==> src/timer_map.svh <==
// Register offsets, field positions, reset values for the timer counter.
// Included by trig_if, trig_detect, the counter and the bench; definitions only.
`ifndef TIMER_MAP_SVH
`define TIMER_MAP_SVH
`define CNT_W 16
`define TRIG_N 4
`define EVT_N 5
`define SRC_W 3
`define EDGE_W 2
`define OFF_EN_SET 12'h000
`define OFF_EN_CLR 12'h004
`define OFF_CMD 12'h008
`define OFF_CTRL 12'h00c
`define OFF_STATUS 12'h010
`define OFF_COUNT 12'h014
`define OFF_CMP 12'h018
`define OFF_CMP_SH 12'h01c
`define OFF_TOP 12'h020
`define OFF_TOP_SH 12'h024
`define OFF_TRSEL 12'h028
`define OFF_TREDGE 12'h02c
`define OFF_INTR 12'h030
`define OFF_INTR_SET 12'h034
`define OFF_INTR_MASK 12'h038
`define OFF_INTR_MSKD 12'h03c
`define CTL_SWAP 0
`define CTL_PSC_LO 8
`define CTL_PSC_HI 10
`define CTL_DIR_LO 16
`define CTL_DIR_HI 17
`define CTL_SINGLE 18
`define CTL_MODE_LO 24
`define CTL_MODE_HI 26
`define MODE_TIMER 3'h0
`define CMD_RELOAD 0
`define CMD_START 1
`define CMD_STOP 2
`define EVT_RELOAD 0
`define EVT_START 1
`define EVT_STOP 2
`define EVT_COUNT 3
`define EVT_CAPTURE 4
`define INTR_TC 0
`define INTR_CC 1
`define CTRL_RST 32'h0000_0000
`define TOP_RST 16'hffff
`define TRSEL_RST 15'h0200
`define TREDGE_RST 10'h0c0
`endif

==> src/timer_pkg.sv <==
// Types shared by the timer counter modules.
// Assumes nothing beyond the map header.
package timer_pkg;
   typedef enum logic [1:0] {DIR_UP = 2'b00, DIR_DOWN = 2'b01,
      DIR_UPDN_A = 2'b10, DIR_UPDN_B = 2'b11} dir_sel_t;
   typedef enum logic [1:0] {ST_OFF = 2'b00, ST_STOP = 2'b01,
      ST_RUN = 2'b11} run_state_t;
   typedef enum logic [1:0] {EDGE_RISE = 2'b00, EDGE_FALL = 2'b01,
      EDGE_BOTH = 2'b10, EDGE_LEVEL = 2'b11} edge_t;
endpackage

==> src/trig_if.sv <==
// Trigger selection and detected events between counter and detector.
// Both ends run on the core clock.
`timescale 1ns/1ps
`default_nettype none
`include "timer_map.svh"
interface trig_if;
   logic [`EVT_N*`SRC_W-1:0] src_sel;
   logic [`EVT_N*`EDGE_W-1:0] edge_sel;
   logic [`EVT_N-1:0] evt;
   modport det (input src_sel, input edge_sel, output evt);
   modport ctl (output src_sel, output edge_sel, input evt);
endinterface
`default_nettype wire

==> src/trig_detect.sv <==
// Synchronises trigger pins and detects the selected edge per event.
// Assumes TRIG_IN is asynchronous to the core clock.
`timescale 1ns/1ps
`default_nettype none
`include "timer_map.svh"
module trig_detect
   import timer_pkg::*;
(
   input wire logic clk,
   input wire logic rst_b,
   input wire logic [`TRIG_N-1:0] trig_in,
   trig_if.det tif
);
   logic [`TRIG_N-1:0] sync1_reg;
   logic [`TRIG_N-1:0] sync2_reg;
   logic [`EVT_N-1:0] prev_reg;
   logic [`EVT_N-1:0] lvl;
   logic [`TRIG_N+1:0] src_vec;

   // Source 0 is constant low, 1 constant high, 2 to 5 are the pins, 6 and 7 read low
   assign src_vec = {sync2_reg, 1'b1, 1'b0};

   always_ff @(posedge clk or negedge rst_b)
   begin
      if (!rst_b)
      begin
         sync1_reg <= '0;
         sync2_reg <= '0;
         prev_reg <= '0;
      end
      else
      begin
         sync1_reg <= trig_in;
         sync2_reg <= sync1_reg;
         prev_reg <= lvl;
      end
   end

   genvar i;
   generate
      for (i = 0; i < `EVT_N; i++)
      begin : g_evt
         wire [`SRC_W-1:0] sel = tif.src_sel[i*`SRC_W +: `SRC_W];
         wire [`EDGE_W-1:0] edg = tif.edge_sel[i*`EDGE_W +: `EDGE_W];
         assign lvl[i] = (sel < 3'd6) ? src_vec[sel] : 1'b0;
         assign tif.evt[i] = (edg == EDGE_RISE) ? lvl[i] & ~prev_reg[i] :
            (edg == EDGE_FALL) ? ~lvl[i] & prev_reg[i] :
            (edg == EDGE_BOTH) ? lvl[i] ^ prev_reg[i] : lvl[i];
      end
   endgenerate
endmodule // trig_detect
`default_nettype wire

==> src/pulse_stretch.sv <==
// Widens one-cycle counter events to two-cycle trigger outputs.
// Assumes inputs are single-cycle pulses on the core clock.
`timescale 1ns/1ps
`default_nettype none
module pulse_stretch
(
   input wire logic clk,
   input wire logic rst_b,
   input wire logic [3:0] pulse_in,
   output logic [3:0] pulse_out
);
   logic [3:0] first_reg;
   logic [3:0] out_reg;

   assign pulse_out = out_reg;

   genvar k;
   generate
      for (k = 0; k < 4; k++)
      begin : g_bit
         always_ff @(posedge clk or negedge rst_b)
         begin
            if (!rst_b)
            begin
               first_reg[k] <= 1'b0;
               out_reg[k] <= 1'b0;
            end
            else
            begin
               first_reg[k] <= pulse_in[k];
               out_reg[k] <= pulse_in[k] | first_reg[k]; // RULE_16
            end
         end

      end
   endgenerate
endmodule // pulse_stretch
`default_nettype wire

==> src/timer_mode_counter.sv <==
// Timer mode of a general counter unit with an APB register slave.
// Assumes APB master on CORE_CLK; TRIG_IN pins are asynchronous.
// Operation
// RULE_01: Count stays between zero and top_value in the chosen direction.
// RULE_02: compare_hit when a running count leaves compare_value.
// RULE_03: Reload loads 0, top_value or 1 per direction and starts.
// RULE_04: Start on stopped counter keeps count, sets up/down direction.
// RULE_05: Start while running is ignored.
// RULE_06: Stop halts the counter; count holds while stopped.
// RULE_07: Count changes by one only on detected count events.
// RULE_08: Optional prescaler gates counting to active cycles.
// RULE_09: Single-run stops after one period on the terminal wrap.
// RULE_10: single_run bit 18 selects continuous or single-run.
// RULE_11: compare_swap_enable exchanges compare registers on a hit.
// RULE_12: Ranges: 0..top up, top..0 down, 1..top..0 up/down.
// RULE_13: zero_wrap_event when decrementing away from zero.
// RULE_14: top_wrap_event when incrementing away from top_value.
// RULE_15: terminal_event derived from wrap events per direction.
// RULE_16: Trigger output pulses last two system clocks.
// RULE_17: Only top_value limits the period; shadow is ignored.
// RULE_18: Software must not write the count while running.
// RULE_19: Reload waits for a cycle with the count event high.
// RULE_20: Function field 26:24 equal 000 selects timer operation.
// RULE_21: Direction comes from control bits 17:16.
// RULE_22: Software disables, configures, enables, then starts.
// RULE_23: Direction codes 00 up, 01 down, 10/11 up/down variants.
// RULE_24: Interrupt bits: 0 terminal, 1 compare; write one clears.
// RULE_25: Capture input ignored; wave outputs held inactive.
`timescale 1ns/1ps
`default_nettype none
`include "timer_map.svh"
module timer_mode_counter
   import timer_pkg::*;
(
   input wire logic CORE_CLK,
   input wire logic RST_B,
   input wire logic PSEL,
   input wire logic PENABLE,
   input wire logic PWRITE,
   input wire logic [11:0] PADDR,
   input wire logic [31:0] PWDATA,
   output logic [31:0] PRDATA,
   output logic PREADY,
   output logic PSLVERR,
   input wire logic [`TRIG_N-1:0] TRIG_IN,
   input wire logic CAPTURE_IN,
   output logic CC_HIT_OUT,
   output logic ZERO_WRAP_OUT,
   output logic TOP_WRAP_OUT,
   output logic TERMINAL_OUT,
   output logic IRQ,
   output logic WAVE_OUT,
   output logic WAVE_OUT_INV
);
   trig_if tif ();

   logic en_reg;
   logic [31:0] ctl_reg;
   logic [`CNT_W-1:0] cnt_reg, cnt_next;
   logic [`CNT_W-1:0] cc_reg, cc_next;
   logic [`CNT_W-1:0] ccb_reg, ccb_next;
   logic [`CNT_W-1:0] top_reg, topb_reg;
   logic [`EVT_N*`SRC_W-1:0] trsel_reg;
   logic [`EVT_N*`EDGE_W-1:0] tredge_reg;
   logic [1:0] intr_reg, intr_next, mask_reg;
   logic [7:0] presc_reg;
   logic dir_down_reg, dir_down_next;
   logic rld_pend_reg, start_pend_reg, stop_pend_reg, cnt_pend_reg;
   run_state_t state_reg, state_next;
   logic [3:0] evt_out;

   // APB decode: zero wait states, error on unmapped words
   wire acc = PSEL & PENABLE;
   wire wr = acc & PWRITE;
   wire a_enset = PADDR == `OFF_EN_SET;
   wire a_enclr = PADDR == `OFF_EN_CLR;
   wire a_cmd = PADDR == `OFF_CMD;
   wire a_ctrl = PADDR == `OFF_CTRL;
   wire a_stat = PADDR == `OFF_STATUS;
   wire a_cnt = PADDR == `OFF_COUNT;
   wire a_cc = PADDR == `OFF_CMP;
   wire a_ccb = PADDR == `OFF_CMP_SH;
   wire a_top = PADDR == `OFF_TOP;
   wire a_topb = PADDR == `OFF_TOP_SH;
   wire a_trsel = PADDR == `OFF_TRSEL;
   wire a_tredge = PADDR == `OFF_TREDGE;
   wire a_intr = PADDR == `OFF_INTR;
   wire a_iset = PADDR == `OFF_INTR_SET;
   wire a_imask = PADDR == `OFF_INTR_MASK;
   wire a_imskd = PADDR == `OFF_INTR_MSKD;
   wire mapped = a_enset | a_enclr | a_cmd | a_ctrl | a_stat | a_cnt |
      a_cc | a_ccb | a_top | a_topb | a_trsel | a_tredge | a_intr |
      a_iset | a_imask | a_imskd;
   wire [`CNT_W-1:0] wdat = PWDATA[`CNT_W-1:0];
   wire [1:0] intr_masked = intr_reg & mask_reg;

   assign PREADY = 1'b1;
   assign PSLVERR = acc & ~mapped;
   assign PRDATA =
      (a_enset | a_enclr) ? {31'h0, en_reg} :
      a_ctrl ? ctl_reg :
      a_stat ? {30'h0, dir_down_reg, state_reg == ST_RUN} :
      a_cnt ? {16'h0, cnt_reg} :
      a_cc ? {16'h0, cc_reg} :
      a_ccb ? {16'h0, ccb_reg} :
      a_top ? {16'h0, top_reg} :
      a_topb ? {16'h0, topb_reg} :
      a_trsel ? {17'h0, trsel_reg} :
      a_tredge ? {22'h0, tredge_reg} :
      (a_intr | a_iset) ? {30'h0, intr_reg} :
      a_imask ? {30'h0, mask_reg} :
      a_imskd ? {30'h0, intr_masked} : 32'h0;

   // Control fields
   wire swap_en = ctl_reg[`CTL_SWAP];
   wire [2:0] psc_sel = ctl_reg[`CTL_PSC_HI:`CTL_PSC_LO];
   wire [1:0] dir_bits = ctl_reg[`CTL_DIR_HI:`CTL_DIR_LO]; // RULE_21
   wire single = ctl_reg[`CTL_SINGLE]; // RULE_10
   wire timer_mode =
      ctl_reg[`CTL_MODE_HI:`CTL_MODE_LO] == `MODE_TIMER; // RULE_20
   dir_sel_t dir_sel;
   assign dir_sel = dir_sel_t'(dir_bits); // RULE_23
   wire updn = dir_sel == DIR_UPDN_A || dir_sel == DIR_UPDN_B;

   // Firmware commands are one-cycle strobes on a write
   wire [2:0] cmd = (wr & a_cmd) ? PWDATA[2:0] : 3'h0;

   // Prescaler: active cycle every 2**psc_sel core clocks
   wire [7:0] psc_mask = 8'((9'h001 << psc_sel) - 9'h001);
   wire tick = (presc_reg & psc_mask) == psc_mask; // RULE_08
   wire live = en_reg & timer_mode;

   // Pending start, stop and count triggers survive until the next active cycle, reload until it is taken
   wire cnt_now = cnt_pend_reg | tif.evt[`EVT_COUNT]; // RULE_07
   wire rld_now = rld_pend_reg | tif.evt[`EVT_RELOAD] | cmd[`CMD_RELOAD];
   wire start_now = start_pend_reg | tif.evt[`EVT_START] |
      cmd[`CMD_START];
   wire stop_now = stop_pend_reg | tif.evt[`EVT_STOP] | cmd[`CMD_STOP];
   wire act = live & tick;
   wire reload_go = act & cnt_now & rld_now; // RULE_19
   wire stop_go = act & stop_now & ~reload_go; // RULE_06
   wire start_go = act & start_now & ~reload_go & ~stop_now &
      (state_reg == ST_STOP); // RULE_05
   wire adv = act & cnt_now & ~reload_go & ~stop_now &
      (state_reg == ST_RUN); // RULE_07

   // Count arithmetic
   wire is_top = cnt_reg == top_reg; // RULE_17
   wire is_zero = cnt_reg == '0;
   wire cnt_up = (dir_sel == DIR_UP) | (updn & ~dir_down_reg);
   wire top_hit = adv & cnt_up & is_top; // RULE_14
   wire zero_hit = adv & ~cnt_up & is_zero; // RULE_13
   wire cc_hit = adv & (cnt_reg == cc_reg); // RULE_02
   wire term = (dir_sel == DIR_UP) ? top_hit :
      (dir_sel == DIR_UPDN_B) ? (top_hit | zero_hit) : zero_hit; // RULE_15
   wire single_end = single &
      ((dir_sel == DIR_UP) ? top_hit : zero_hit); // RULE_09
   wire [`CNT_W-1:0] inc = cnt_reg + 16'h0001;
   wire [`CNT_W-1:0] dec = cnt_reg - 16'h0001;
   // Up/down turns at either end instead of wrapping
   wire [`CNT_W-1:0] step =
      (cnt_up & is_top) ? (updn ? dec : 16'h0000) :
      (~cnt_up & is_zero) ? (updn ? inc : top_reg) :
      cnt_up ? inc : dec; // RULE_01 RULE_12
   wire [`CNT_W-1:0] load_val = (dir_sel == DIR_UP) ? 16'h0000 :
      (dir_sel == DIR_DOWN) ? top_reg : 16'h0001; // RULE_03
   wire wr_cnt = wr & a_cnt; // RULE_18
   assign cnt_next = wr_cnt ? wdat : reload_go ? load_val :
      adv ? step : cnt_reg; // RULE_06

   always_comb
   begin
      dir_down_next = dir_down_reg;
      if (reload_go)
         dir_down_next = dir_sel == DIR_DOWN; // RULE_03
      else if (start_go && !updn)
         dir_down_next = dir_sel == DIR_DOWN; // RULE_04
      else if (top_hit && updn)
         dir_down_next = 1'b1; // RULE_12
      else if (zero_hit && updn)
         dir_down_next = 1'b0; // RULE_12
   end

   // Hardware swap beats a software write in the same cycle
   wire swap = cc_hit & swap_en; // RULE_11
   assign cc_next = swap ? ccb_reg : (wr & a_cc) ? wdat : cc_reg;
   assign ccb_next = swap ? cc_reg : (wr & a_ccb) ? wdat : ccb_reg;

   // Events set request bits even in the cycle software clears them
   wire [1:0] ev_req = {cc_hit, term};
   wire [1:0] clr = (wr & a_intr) ? PWDATA[1:0] : 2'h0;
   wire [1:0] sw_set = (wr & a_iset) ? PWDATA[1:0] : 2'h0;
   assign intr_next = (intr_reg & ~clr) | sw_set | ev_req; // RULE_24

   always_comb
   begin
      case (state_reg)
         ST_OFF: state_next = live ? ST_STOP : ST_OFF;
         ST_STOP: state_next = (reload_go | start_go) ? ST_RUN : ST_STOP;
         ST_RUN: state_next = (stop_go | (adv & single_end)) ? ST_STOP :
            ST_RUN; // RULE_09
         default: state_next = ST_OFF;
      endcase
      if (!live)
         state_next = ST_OFF;
      else if (reload_go)
         state_next = ST_RUN; // RULE_03
   end

   always_ff @(posedge CORE_CLK or negedge RST_B)
   begin
      if (!RST_B)
      begin
         state_reg <= ST_OFF;
         cnt_reg <= '0;
         dir_down_reg <= 1'b0;
         presc_reg <= 8'h00;
      end
      else
      begin
         state_reg <= state_next;
         cnt_reg <= cnt_next;
         dir_down_reg <= dir_down_next;
         presc_reg <= live ? presc_reg + 8'h01 : 8'h00;
      end
   end

   // Start, stop and count drop at an active cycle, a reload once taken; all drop when not live, otherwise kept
   always_ff @(posedge CORE_CLK or negedge RST_B)
   begin
      if (!RST_B)
      begin
         rld_pend_reg <= 1'b0;
         start_pend_reg <= 1'b0;
         stop_pend_reg <= 1'b0;
         cnt_pend_reg <= 1'b0;
      end
      else
      begin
         rld_pend_reg <= live & rld_now & ~reload_go; // RULE_19
         start_pend_reg <= live & start_now & ~act;
         stop_pend_reg <= live & stop_now & ~act;
         cnt_pend_reg <= live & cnt_now & ~act;
      end
   end

   // Enable via separate set and clear words
   always_ff @(posedge CORE_CLK or negedge RST_B)
   begin
      if (!RST_B)
         en_reg <= 1'b0;
      else if (wr && a_enset && PWDATA[0])
         en_reg <= 1'b1; // RULE_22
      else if (wr && a_enclr && PWDATA[0])
         en_reg <= 1'b0; // RULE_22
   end

   always_ff @(posedge CORE_CLK or negedge RST_B)
   begin
      if (!RST_B)
      begin
         ctl_reg <= `CTRL_RST;
         top_reg <= `TOP_RST;
         topb_reg <= `TOP_RST;
         trsel_reg <= `TRSEL_RST;
         tredge_reg <= `TREDGE_RST;
         mask_reg <= 2'h0;
      end
      else if (wr)
      begin
         if (a_ctrl) ctl_reg <= PWDATA;
         if (a_top) top_reg <= wdat;
         if (a_topb) topb_reg <= wdat;
         if (a_trsel) trsel_reg <= PWDATA[`EVT_N*`SRC_W-1:0];
         if (a_tredge) tredge_reg <= PWDATA[`EVT_N*`EDGE_W-1:0];
         if (a_imask) mask_reg <= PWDATA[1:0];
      end
   end

   always_ff @(posedge CORE_CLK or negedge RST_B)
   begin
      if (!RST_B)
      begin
         cc_reg <= '0;
         ccb_reg <= '0;
         intr_reg <= 2'h0;
      end
      else
      begin
         cc_reg <= cc_next;
         ccb_reg <= ccb_next;
         intr_reg <= intr_next;
      end
   end

   assign tif.src_sel = trsel_reg;
   assign tif.edge_sel = tredge_reg;

   trig_detect u_trig (
      .clk(CORE_CLK),
      .rst_b(RST_B),
      .trig_in(TRIG_IN),
      .tif(tif)
   );

   pulse_stretch u_stretch (
      .clk(CORE_CLK),
      .rst_b(RST_B),
      .pulse_in({term, top_hit, zero_hit, cc_hit}),
      .pulse_out(evt_out)
   );

   assign {TERMINAL_OUT, TOP_WRAP_OUT, ZERO_WRAP_OUT, CC_HIT_OUT} =
      evt_out; // RULE_16
   assign IRQ = |intr_masked; // RULE_24
   // Capture input is not used in this mode
   assign WAVE_OUT = 1'b0; // RULE_25
   assign WAVE_OUT_INV = 1'b0; // RULE_25
endmodule // timer_mode_counter
`default_nettype wire

==> config.mk <==
export PLATFORM = sky130hd
export DESIGN_NAME = timer_mode_counter
export DESIGN_NICKNAME = d
export VERILOG_FILES = /design/src/timer_pkg.sv /design/src/trig_if.sv /design/src/trig_detect.sv /design/src/pulse_stretch.sv /design/src/timer_mode_counter.sv
export VERILOG_INCLUDE_DIRS = /design/src
export SDC_FILE = /design/constraint.sdc
export NUM_CORES = 1
export LEC_CHECK = 0
export ABC_CLOCK_PERIOD_IN_PS = 6000
export BUFFER_PORTS_ARGS = -buffer_cell sky130_fd_sc_hd__clkbuf_2
export CAP_MARGIN = 20
export CORE_ASPECT_RATIO = 0.8
export CORE_MARGIN = 10
export CORE_UTILIZATION = 30
export CTS_CLUSTER_SIZE = 24
export DETAILED_ROUTE_END_ITERATION = 7
export GPL_ROUTABILITY_DRIVEN = 0
export PLACE_DENSITY_LB_ADDON = 0.1
export SLEW_MARGIN = 20
export SYNTH_ARGS = -nofsm -noshare
export SYNTH_HDL_FRONTEND = slang
export SYNTH_HIERARCHICAL = 1
export SYNTH_SLANG_ARGS = --single-unit
==> constraint.sdc <==
create_clock -name CORE_CLK -period 6 [get_ports CORE_CLK]
set_clock_uncertainty 0.1 [all_clocks]
set_input_delay 0.3 -clock CORE_CLK [delete_from_list [all_inputs] [get_ports CORE_CLK]]
set_output_delay 0.3 -clock CORE_CLK [all_outputs]
set_load 0.01 [all_outputs]
==> results of run 1 <==
## power groups by stage
| stage | clock (uW) | combinational [uW] | sequential (uW) |
|---|---|---|---|
| 2_1_floorplan | 0 | 29.8 | 1220 |
| 3_3_place_gp | 0 | 98.5 | 1220 |
| 3_5_place_dp | 0 | 98.8 | 1220 |
| 4_1_cts | 1190 | 110 | 1190 |
| 5_1_grt | 1230 | 120 | 1200 |
| 6_report | 1150 | 107 | 1200 |
## cell type report
type | count | area (um2) | share of cell area (%)
clock buffer | 21 | 460 | 3.83
timing repair buffer | 124 | 764 | 6.37
clock inverter | 11 | 133 | 1.10
tap | 465 | 582 | 4.84
multi-input combinational | 742 | 5540 | 46.1
sequential | 176 | 4450 | 37.0
inverter | 23 | 86.3 | 0.719
## routing by layer
metal	GRT usage, %	vias to the layer above	wire length, um
met4	3.53	0	346
met2	24.6	220	15800
li1	-	3878	-
met5	0	-	0
met3	3.21	19	1760
met1	24.9	4278	18200
## metrics by stage
stage | instance area [um2] | util [%] | hold WS [ns]
after CTS | 12000 | 35.5 | 0.121
after global routing | 12000 | 35.5 | 0.122
after floorplan | 10400 | - | -0.0956
final | 12000 | 35.5 | 0.121
after global placement | 11200 | 33.1 | 0.221
after detailed placement | 11200 | 33.1 | 0.217
## timing repair
item,4_1_cts,5_1_grt
endpoints found under the setup margin,0,0
endpoints found under the hold margin,70,0
setup buffers,0,0
hold buffers,21,0
## final timing paths
| kind | startpoint | endpoint | slack [ns] | cells after the start |
|---|---|---|---|---|
| setup / recovery | PADDR[1] | PRDATA[0] | 2.00 | 9 |
| max in group asynchronous | RST_B | presc_reg[3] | 4.15 | 3 |
| min in group asynchronous | RST_B | u_trig/sync2_reg[3] | 0.30 | 2 |
| hold / removal | PWDATA[13] | ctl_reg[13] | 0.12 | 2 |
| setup reg to reg | tif.src_sel[8] | cnt_reg[7] | 2.09 | 13 |
| hold reg to reg | u_trig/sync1_reg[1] | u_trig/sync2_reg[1] | 0.25 | 0 |
==> impl.org, run 1 <==
** CTS
- Clock-pin slew was measured on the worst setup and hold paths at around 0.070 ns.
- The H-tree generated during clock tree synthesis spans 4 levels.
- CTS tree :: built
- At the later pin of the worst-skew pair, clock insertion delay measures 0.45 ns.
- The cell sitting at the root of the clock tree is a clkbuf_16.
- Num CTS Buffers :: 17
- Once the clock tree was built, the resizer swapped 0 gates to a different size.
- Total clock sinks :: around 180
- Buffer depth of the longest clock path :: 2

** Placed design
- Placed wire-length estimate after detailed placement :: about 26 mm
- Number of port buffers :: 90
- Place WS :: just over 2 ns
- Placed insts :: roughly 1500

** Pwr
- Of the total power, combinational logic draws between 4 and 5%.
- Leak Pwr :: 0.00526 uW
- Switching portion of total power :: 24.1%
- The worst-case IR drop observed on VDD is 135 uV.
- For this design the total switching power over the nets is slightly below 600 uW.
- In this run, the clock network consumes a little under half of the power.
- Power comes to 2450 uW.
- Fraction of power consumed by sequential logic :: approximately 49%
- Cell internal power was estimated by the tool at 1860 uW.
- In this run the power density over the cells is 204 mW/mm2.

** Final layout
- Net count reported at finish :: 1149
- The register with the most flip-flops in the layout has 32 of them.
- The top cell types in the final layout, fill and taps aside, are dfrtp_1, mux2_2, clkbuf_2.
- Count of fill cells added during filler insertion :: 3425
- The library cell used most frequently in the layout, excluding fill and tap cells, is dfrtp_1.
- Number of diodes :: 0
- The finished layout holds between 1500 and 2000 standard cells, fillers aside.
- Layout area overhead :: 15.7%
- The post-route netlist has between 20% and 30% of its cells at a drive strength greater than 1.

** Yosys
- Yosys printed 6 warnings.
- A synthesized cell averages around 10 um2.
- Counting every instance in the synthesized netlist gives around 1000.
- After synthesis the cells add up to a little over 0.01 mm2.

** Routing
- Starting DRC count in detailed routing :: between 700 and 800
- Aggregate routed wire length :: ~36 mm
- Number of antenna-violating nets in the routed design :: 0
- The pre-antenna-repair detailed-routing pass consisted of 6 iterations.
- Number of vias per cell after detailed routing :: 5.37
- For this block, the via count after detailed routing is 8395.
- For this run, design rule violations remaining after detail routing come to 0.
- Wire length per cell after detailed routing :: 23.1 um

** Floorplanning
- In this run the core area contains 60 standard-cell rows.
- The die is 228 um wide.
- In this run the count of I/O pins placed on the die edge is 95.
- In this run the standard cell core region covers between 0.03 and 0.04 mm2.
- Once the floorplan was initialized, standard cells occupied between 30% and 40% of the core.
- The floorplan step defined a die boundary enclosing ~0.042 mm2.
- The floorplan step set the die height to approximately 190 um.

** Setup path
- Data on the critical path is required at its endpoint by between 5 and 6 ns.
- Critical path buffer and inverter count :: 2
- Series of cell instances along the critical path :: clkbuf_2 > or4_1 > nor2_2 > and3_1 > a222oi_1 > mux2_2 > o221ai_1 > a221o_1 > clkbuf_2
- Launching element type of the critical path :: primary input
- In this design, the stage delay of the slowest critical-path cell is ~0.96 ns.
- STA classifies the critical path endpoint as a primary output.
- At the worst endpoint, the arrival time is 3.60 ns.
- Among the stages of the critical path, the cell type that occurs most often is clkbuf_2.
- Crit path kind :: primary input to primary output
- The kind of cell with the highest combined delay along the critical path is simple AND/OR/NAND/NOR gates.
- The slowest stage of the critical path belongs to the cell and3_1.
- Of all nets on the critical path, the largest fanout is 17.

** GRT
- Maximum number of pins on one net before global-route repair :: 70
- First-pass GRT wire length :: ~55 mm
- Antenna violations before repair :: 0
- Number of global-route vias before repair :: 8272
- Global-route congestion overflow total :: 0
- Global routing used between 15 and 20% of the available tracks across all layers.

** STA
- Once routing completed, OpenROAD measured the worst setup slack at 2.00 ns.
- Final Hold Viols :: 0
- Max-slew violation count :: 0
- Setup violations remaining at the end of the flow were counted as 0.
- Derived from the worst setup path, the maximum achievable clock frequency is 0.250 GHz.
- After layout, the minimum clock period comes to roughly 4.0 ns.
- Total Neg Setup Slack :: 0 ns
- Tightest slew margin relative to the limit :: approximately 29%
- Final critical-path share of the clock period :: about 67%
- Setup repair after global routing left no endpoint under its margin.
- For the pin with the worst max-slew slack, the measured transition is 1.06 ns.

** Flow run
- Across the run, the number of max-cap violations was 0.

** Run status
- The flow ran to the end, and the final reports show no timing, DRC or antenna violations.

** Min path
- Worst Hold Class :: primary input to flip-flop
(Power assumes the default switching activity.)
==> inputs of run 2 (changes only) <==
ABC_AREA = 1   (was unset)
ABC_CLOCK_PERIOD_IN_PS = 4100   (was 6000)
clock period = 4.1 ns   (was 6 ns; I/O delays follow)
==> impl.org, run 2 <==
** Yosys
- Mean instance size in the synthesized netlist :: 7.27 um2 (was 10.3 um2)
- Number of warnings issued by yosys :: 6 (unchanged)
- The summed instance area of the synthesized netlist is 0.0113 mm2 (was 0.0104 mm2).
- The instance count of the mapped netlist was 1561 (was 1009).

** Final layout
- Proportion of layout cells with a drive suffix above 1 :: 19.3% (was 27.3%)
- The most common cell after layout, fill and taps aside is nand2_1 (was dfrtp_1).
- Net count reported at finish :: 1719 (was 1149)
- The flip-flop count of the largest register after layout was 32 (unchanged).
- Final core area utilization :: 35.3% (was 35.5%)
- Count of fill cells added during filler insertion :: 3984 (was 3425)
- Most frequent cells in the layout :: nand2_1, inv_1, o21ai_0 (was dfrtp_1, mux2_2, clkbuf_2)
- The design area came to 0.0131 mm2 (was 0.0120 mm2).
- Layout area overhead :: 15.8% (was 15.7%)
- The sequential cell area in the final layout came to 0.00445 mm2 (unchanged).
- The number of antenna repair diodes is 0 (unchanged).
- The total area of multi-input combinational cells is 0.00584 mm2 (was 0.00554 mm2).

** Setup path
- The maximum fanout along the worst path came to 18 (was 17).
- Crit path DAT :: 3.51 ns (was 3.60 ns)
- Category of the worst setup path capture point :: flip-flop (was primary output)
- The source of the worst register-to-register timing path is u_trig/sync2_reg[3] (was tif.src_sel[8]).
- The end of the worst register-to-register path is cc_reg[4] (was cnt_reg[7]).
- Launching element type of the critical path :: flip-flop (was primary input)
- The number of cells on the worst reg-to-reg path came to 24 (was 13).
- The path type of the worst setup path is flip-flop to flip-flop (was primary input to primary output).
- R2R Setup Slk :: 0.83 ns (was 2.09 ns)
- Series of cell instances along the critical path: inv_1 > nand2_1 > nand3_1 > nand2_2 > nand2_2 > inv_1 > ha_1 > o21ai_0 > a21oi_1 > nand2_1 > inv_1 > nand3_2 > inv_2 > nand2_2 > nor2_4 > nand2_8 > inv_4 > nand2_4 > inv_4 > nand2_8 > nand2_4 > inv_4 > nand2_1 > nand3_1 (was clkbuf_2 > or4_1 > nor2_2 > and3_1 > a222oi_1 > mux2_2 > o221ai_1 > a221o_1 > clkbuf_2).
- Highest cell delay on the worst timing path :: 0.37 ns (was 0.96 ns)
- Data required time at the worst endpoint :: 4.34 ns (was 5.60 ns)
- The slowest cell on the critical path was dfrtp_1 (was and3_1).

** Run status
- Status :: finished, final reports clean (unchanged)

** Floorplanning
- Die extent in y :: 194 um (was 186 um)
- The full die area was 0.0460 mm2 (was 0.0425 mm2).
- The die extent in x came to 237 um (was 228 um).
- The I/O pin count is 95 (unchanged).
- Starting density of the core :: 30.5% (was 30.7%)
- Row count :: 63 (was 60)
- The placeable core area is 0.0372 mm2 (was 0.0339 mm2).

** GRT
- The maximum number of pins on one net before global-route repair was 93 (was 70).
- First-pass GRT wire length :: 68.1 mm (was 55.1 mm)
- GRT Resource Usage Total :: 19.5% (was 16.8%)
- Antenna violations before repair :: 1 (was 0)
- The number of global-route vias before repair is 10500 (was 8272).
- Global-route congestion overflow total :: 0 (unchanged)

** CTS
- Root buffer selected by CTS :: clkbuf_16 (unchanged)
- Buffer depth of the longest clock path :: 2 (unchanged)
- Resize count post-CTS :: 0 (unchanged)
- Num CTS Buffers :: 17 (unchanged)
- The TritonCTS clock tree was built (unchanged).
- Hold-fix buffer count after cts :: 24 (was 21)
- The post-CTS setup buffer count is 0 (unchanged).
- Number of H-tree branching levels :: 4 (unchanged)
- The count of clock tree sinks was 176 (unchanged).
- Insertion delay to the later sink of the worst-skew pair :: 0.46 ns (was 0.45 ns)
- The clock edge transition at the registers on the reported setup and hold paths came to 0.08 ns (was 0.07 ns).

** Pwr
- The power density relative to cell area is 285 mW/mm2 (was 204 mW/mm2).
- Leak Pwr :: 0.00627 uW (was 0.00526 uW)
- The worst vdd rail ir drop was 165 uV (was 135 uV).

** Routing
- The overall routed net length came to 44.5 mm (was 36.1 mm).
- The residual antenna-violating net count after detailed routing came to 0 (unchanged).
- Total DRC errors in the routed layout :: 0 (unchanged)
- Vias after detailed routing :: 10800 (was 8395)
- The average wire length per cell after detail routing is 20.7 um (was 23.1 um).
- The number of detailed-route iterations in the first pass is 5 (was 6).
- The count of routing violations after the opening detailed-route iteration is 891 (was 789).
- Number of vias per cell after detailed routing :: 5.00 (was 5.37)

** Min path
- The worst min-delay path endpoint is cc_reg[7] (was ctl_reg[13]).
- Worst Hold Class :: primary input to flip-flop (unchanged)
- The worst min-delay path startpoint is PWDATA[7] (was PWDATA[13]).
- Hold Path Cell Cnt :: 5 (was 2)

** STA
- Total Neg Setup Slack :: 0 ns (unchanged)
- The number of endpoints with negative hold slack in the final report came to 0 (unchanged).
- Worst path setup slack after routing :: 0.832 ns (was 2.00 ns)
- Timing would allow up to 0.306 GHz.
- Max-slew violation count :: 0 (unchanged)
- Slew at the pin closest to its max-slew limit :: 1.03 ns (was 1.06 ns)
- Tightest slew margin relative to the limit :: 31.2% (was 28.9%)
- Counting I/O delays and the setup requirement, the final critical path takes about 3.3 ns.
- After layout, the worst path uses between 70% and 80% of the clock period.
- The number of failing setup endpoints in the final timing report is 0 (unchanged).
- RSZ-0062 raised after global routing: false (unchanged).

** Placed design
- The standard cell area after detailed placement came to 0.0123 mm2 (was 0.0112 mm2).
- Place WS :: 0.869 ns (was 2.05 ns)
- Number of port buffers :: 90 (unchanged)
- The HPWL reported at the end of detailed placement is 32.9 mm (was 25.8 mm).

** Flow run
- Number of maximum-capacitance violations :: 0 (unchanged)
[run 2: layout make-up]
type,instances,area share [%]
Timing Repair Buffer,138,6.79
Clock inverter,12,1.32
Tap cell,487,4.64
Inverter,188,5.46
Sequential cell,176,33.9
Clock buffer,20,3.48
Multi-Input combinational cell,1133,44.4
[run 2: power by group]
part	internal (uW)	switching (uW)
Combinational	50.0	122
Clock	1010	819
Sequential	1740	4.29
Total	2800	945
[run 2: layer usage]
layer	global-route usage (%)	up-vias	wire length (um)
met5	0	-	0
met4	3.02	0	380
met3	4.87	24	3220
met2	27.7	356	18400
met1	29.2	5193	22500
li1	-	5206	-
[run 2: per-stage QoR]
stage | total power [uW] | instances | hold slack, ns
2_1_floorplan | 1830 | 1562 | -0.191
3_3_place_gp | 1940 | 2098 | 0.215
3_5_place_dp | 1940 | 2098 | 0.215
4_1_cts | 3790 | 2154 | 0.0103
5_1_grt | 3880 | 2154 | 0.0477
6_report | 3750 | 2154 | 0.0232
[run 2: critical path, delay by kind of cell (launching register included)]
family | cells | cell delay (ns)
AO/OA/AOI/OAI | 2 | 0.24
flip-flops | 1 | 0.37
adder cells (fa/ha/maj) | 1 | 0.26
AND/OR/NAND/NOR | 14 | 1.33
buffers and inverters | 7 | 0.81
[run 2: worst max path at each step]
stage	from	end	slack (ns)	cells after the start
floorplan	tif.src_sel[9]	cc_reg[14]	1.45	21
global placement	u_trig/sync2_reg[3]	cc_reg[4]	0.89	24
detailed placement	u_trig/sync2_reg[3]	cc_reg[4]	0.87	24
CTS	u_trig/sync2_reg[3]	cc_reg[4]	0.85	24
global route	u_trig/sync2_reg[3]	cc_reg[0]	0.59	24
finish	u_trig/sync2_reg[3]	cc_reg[4]	0.83	24
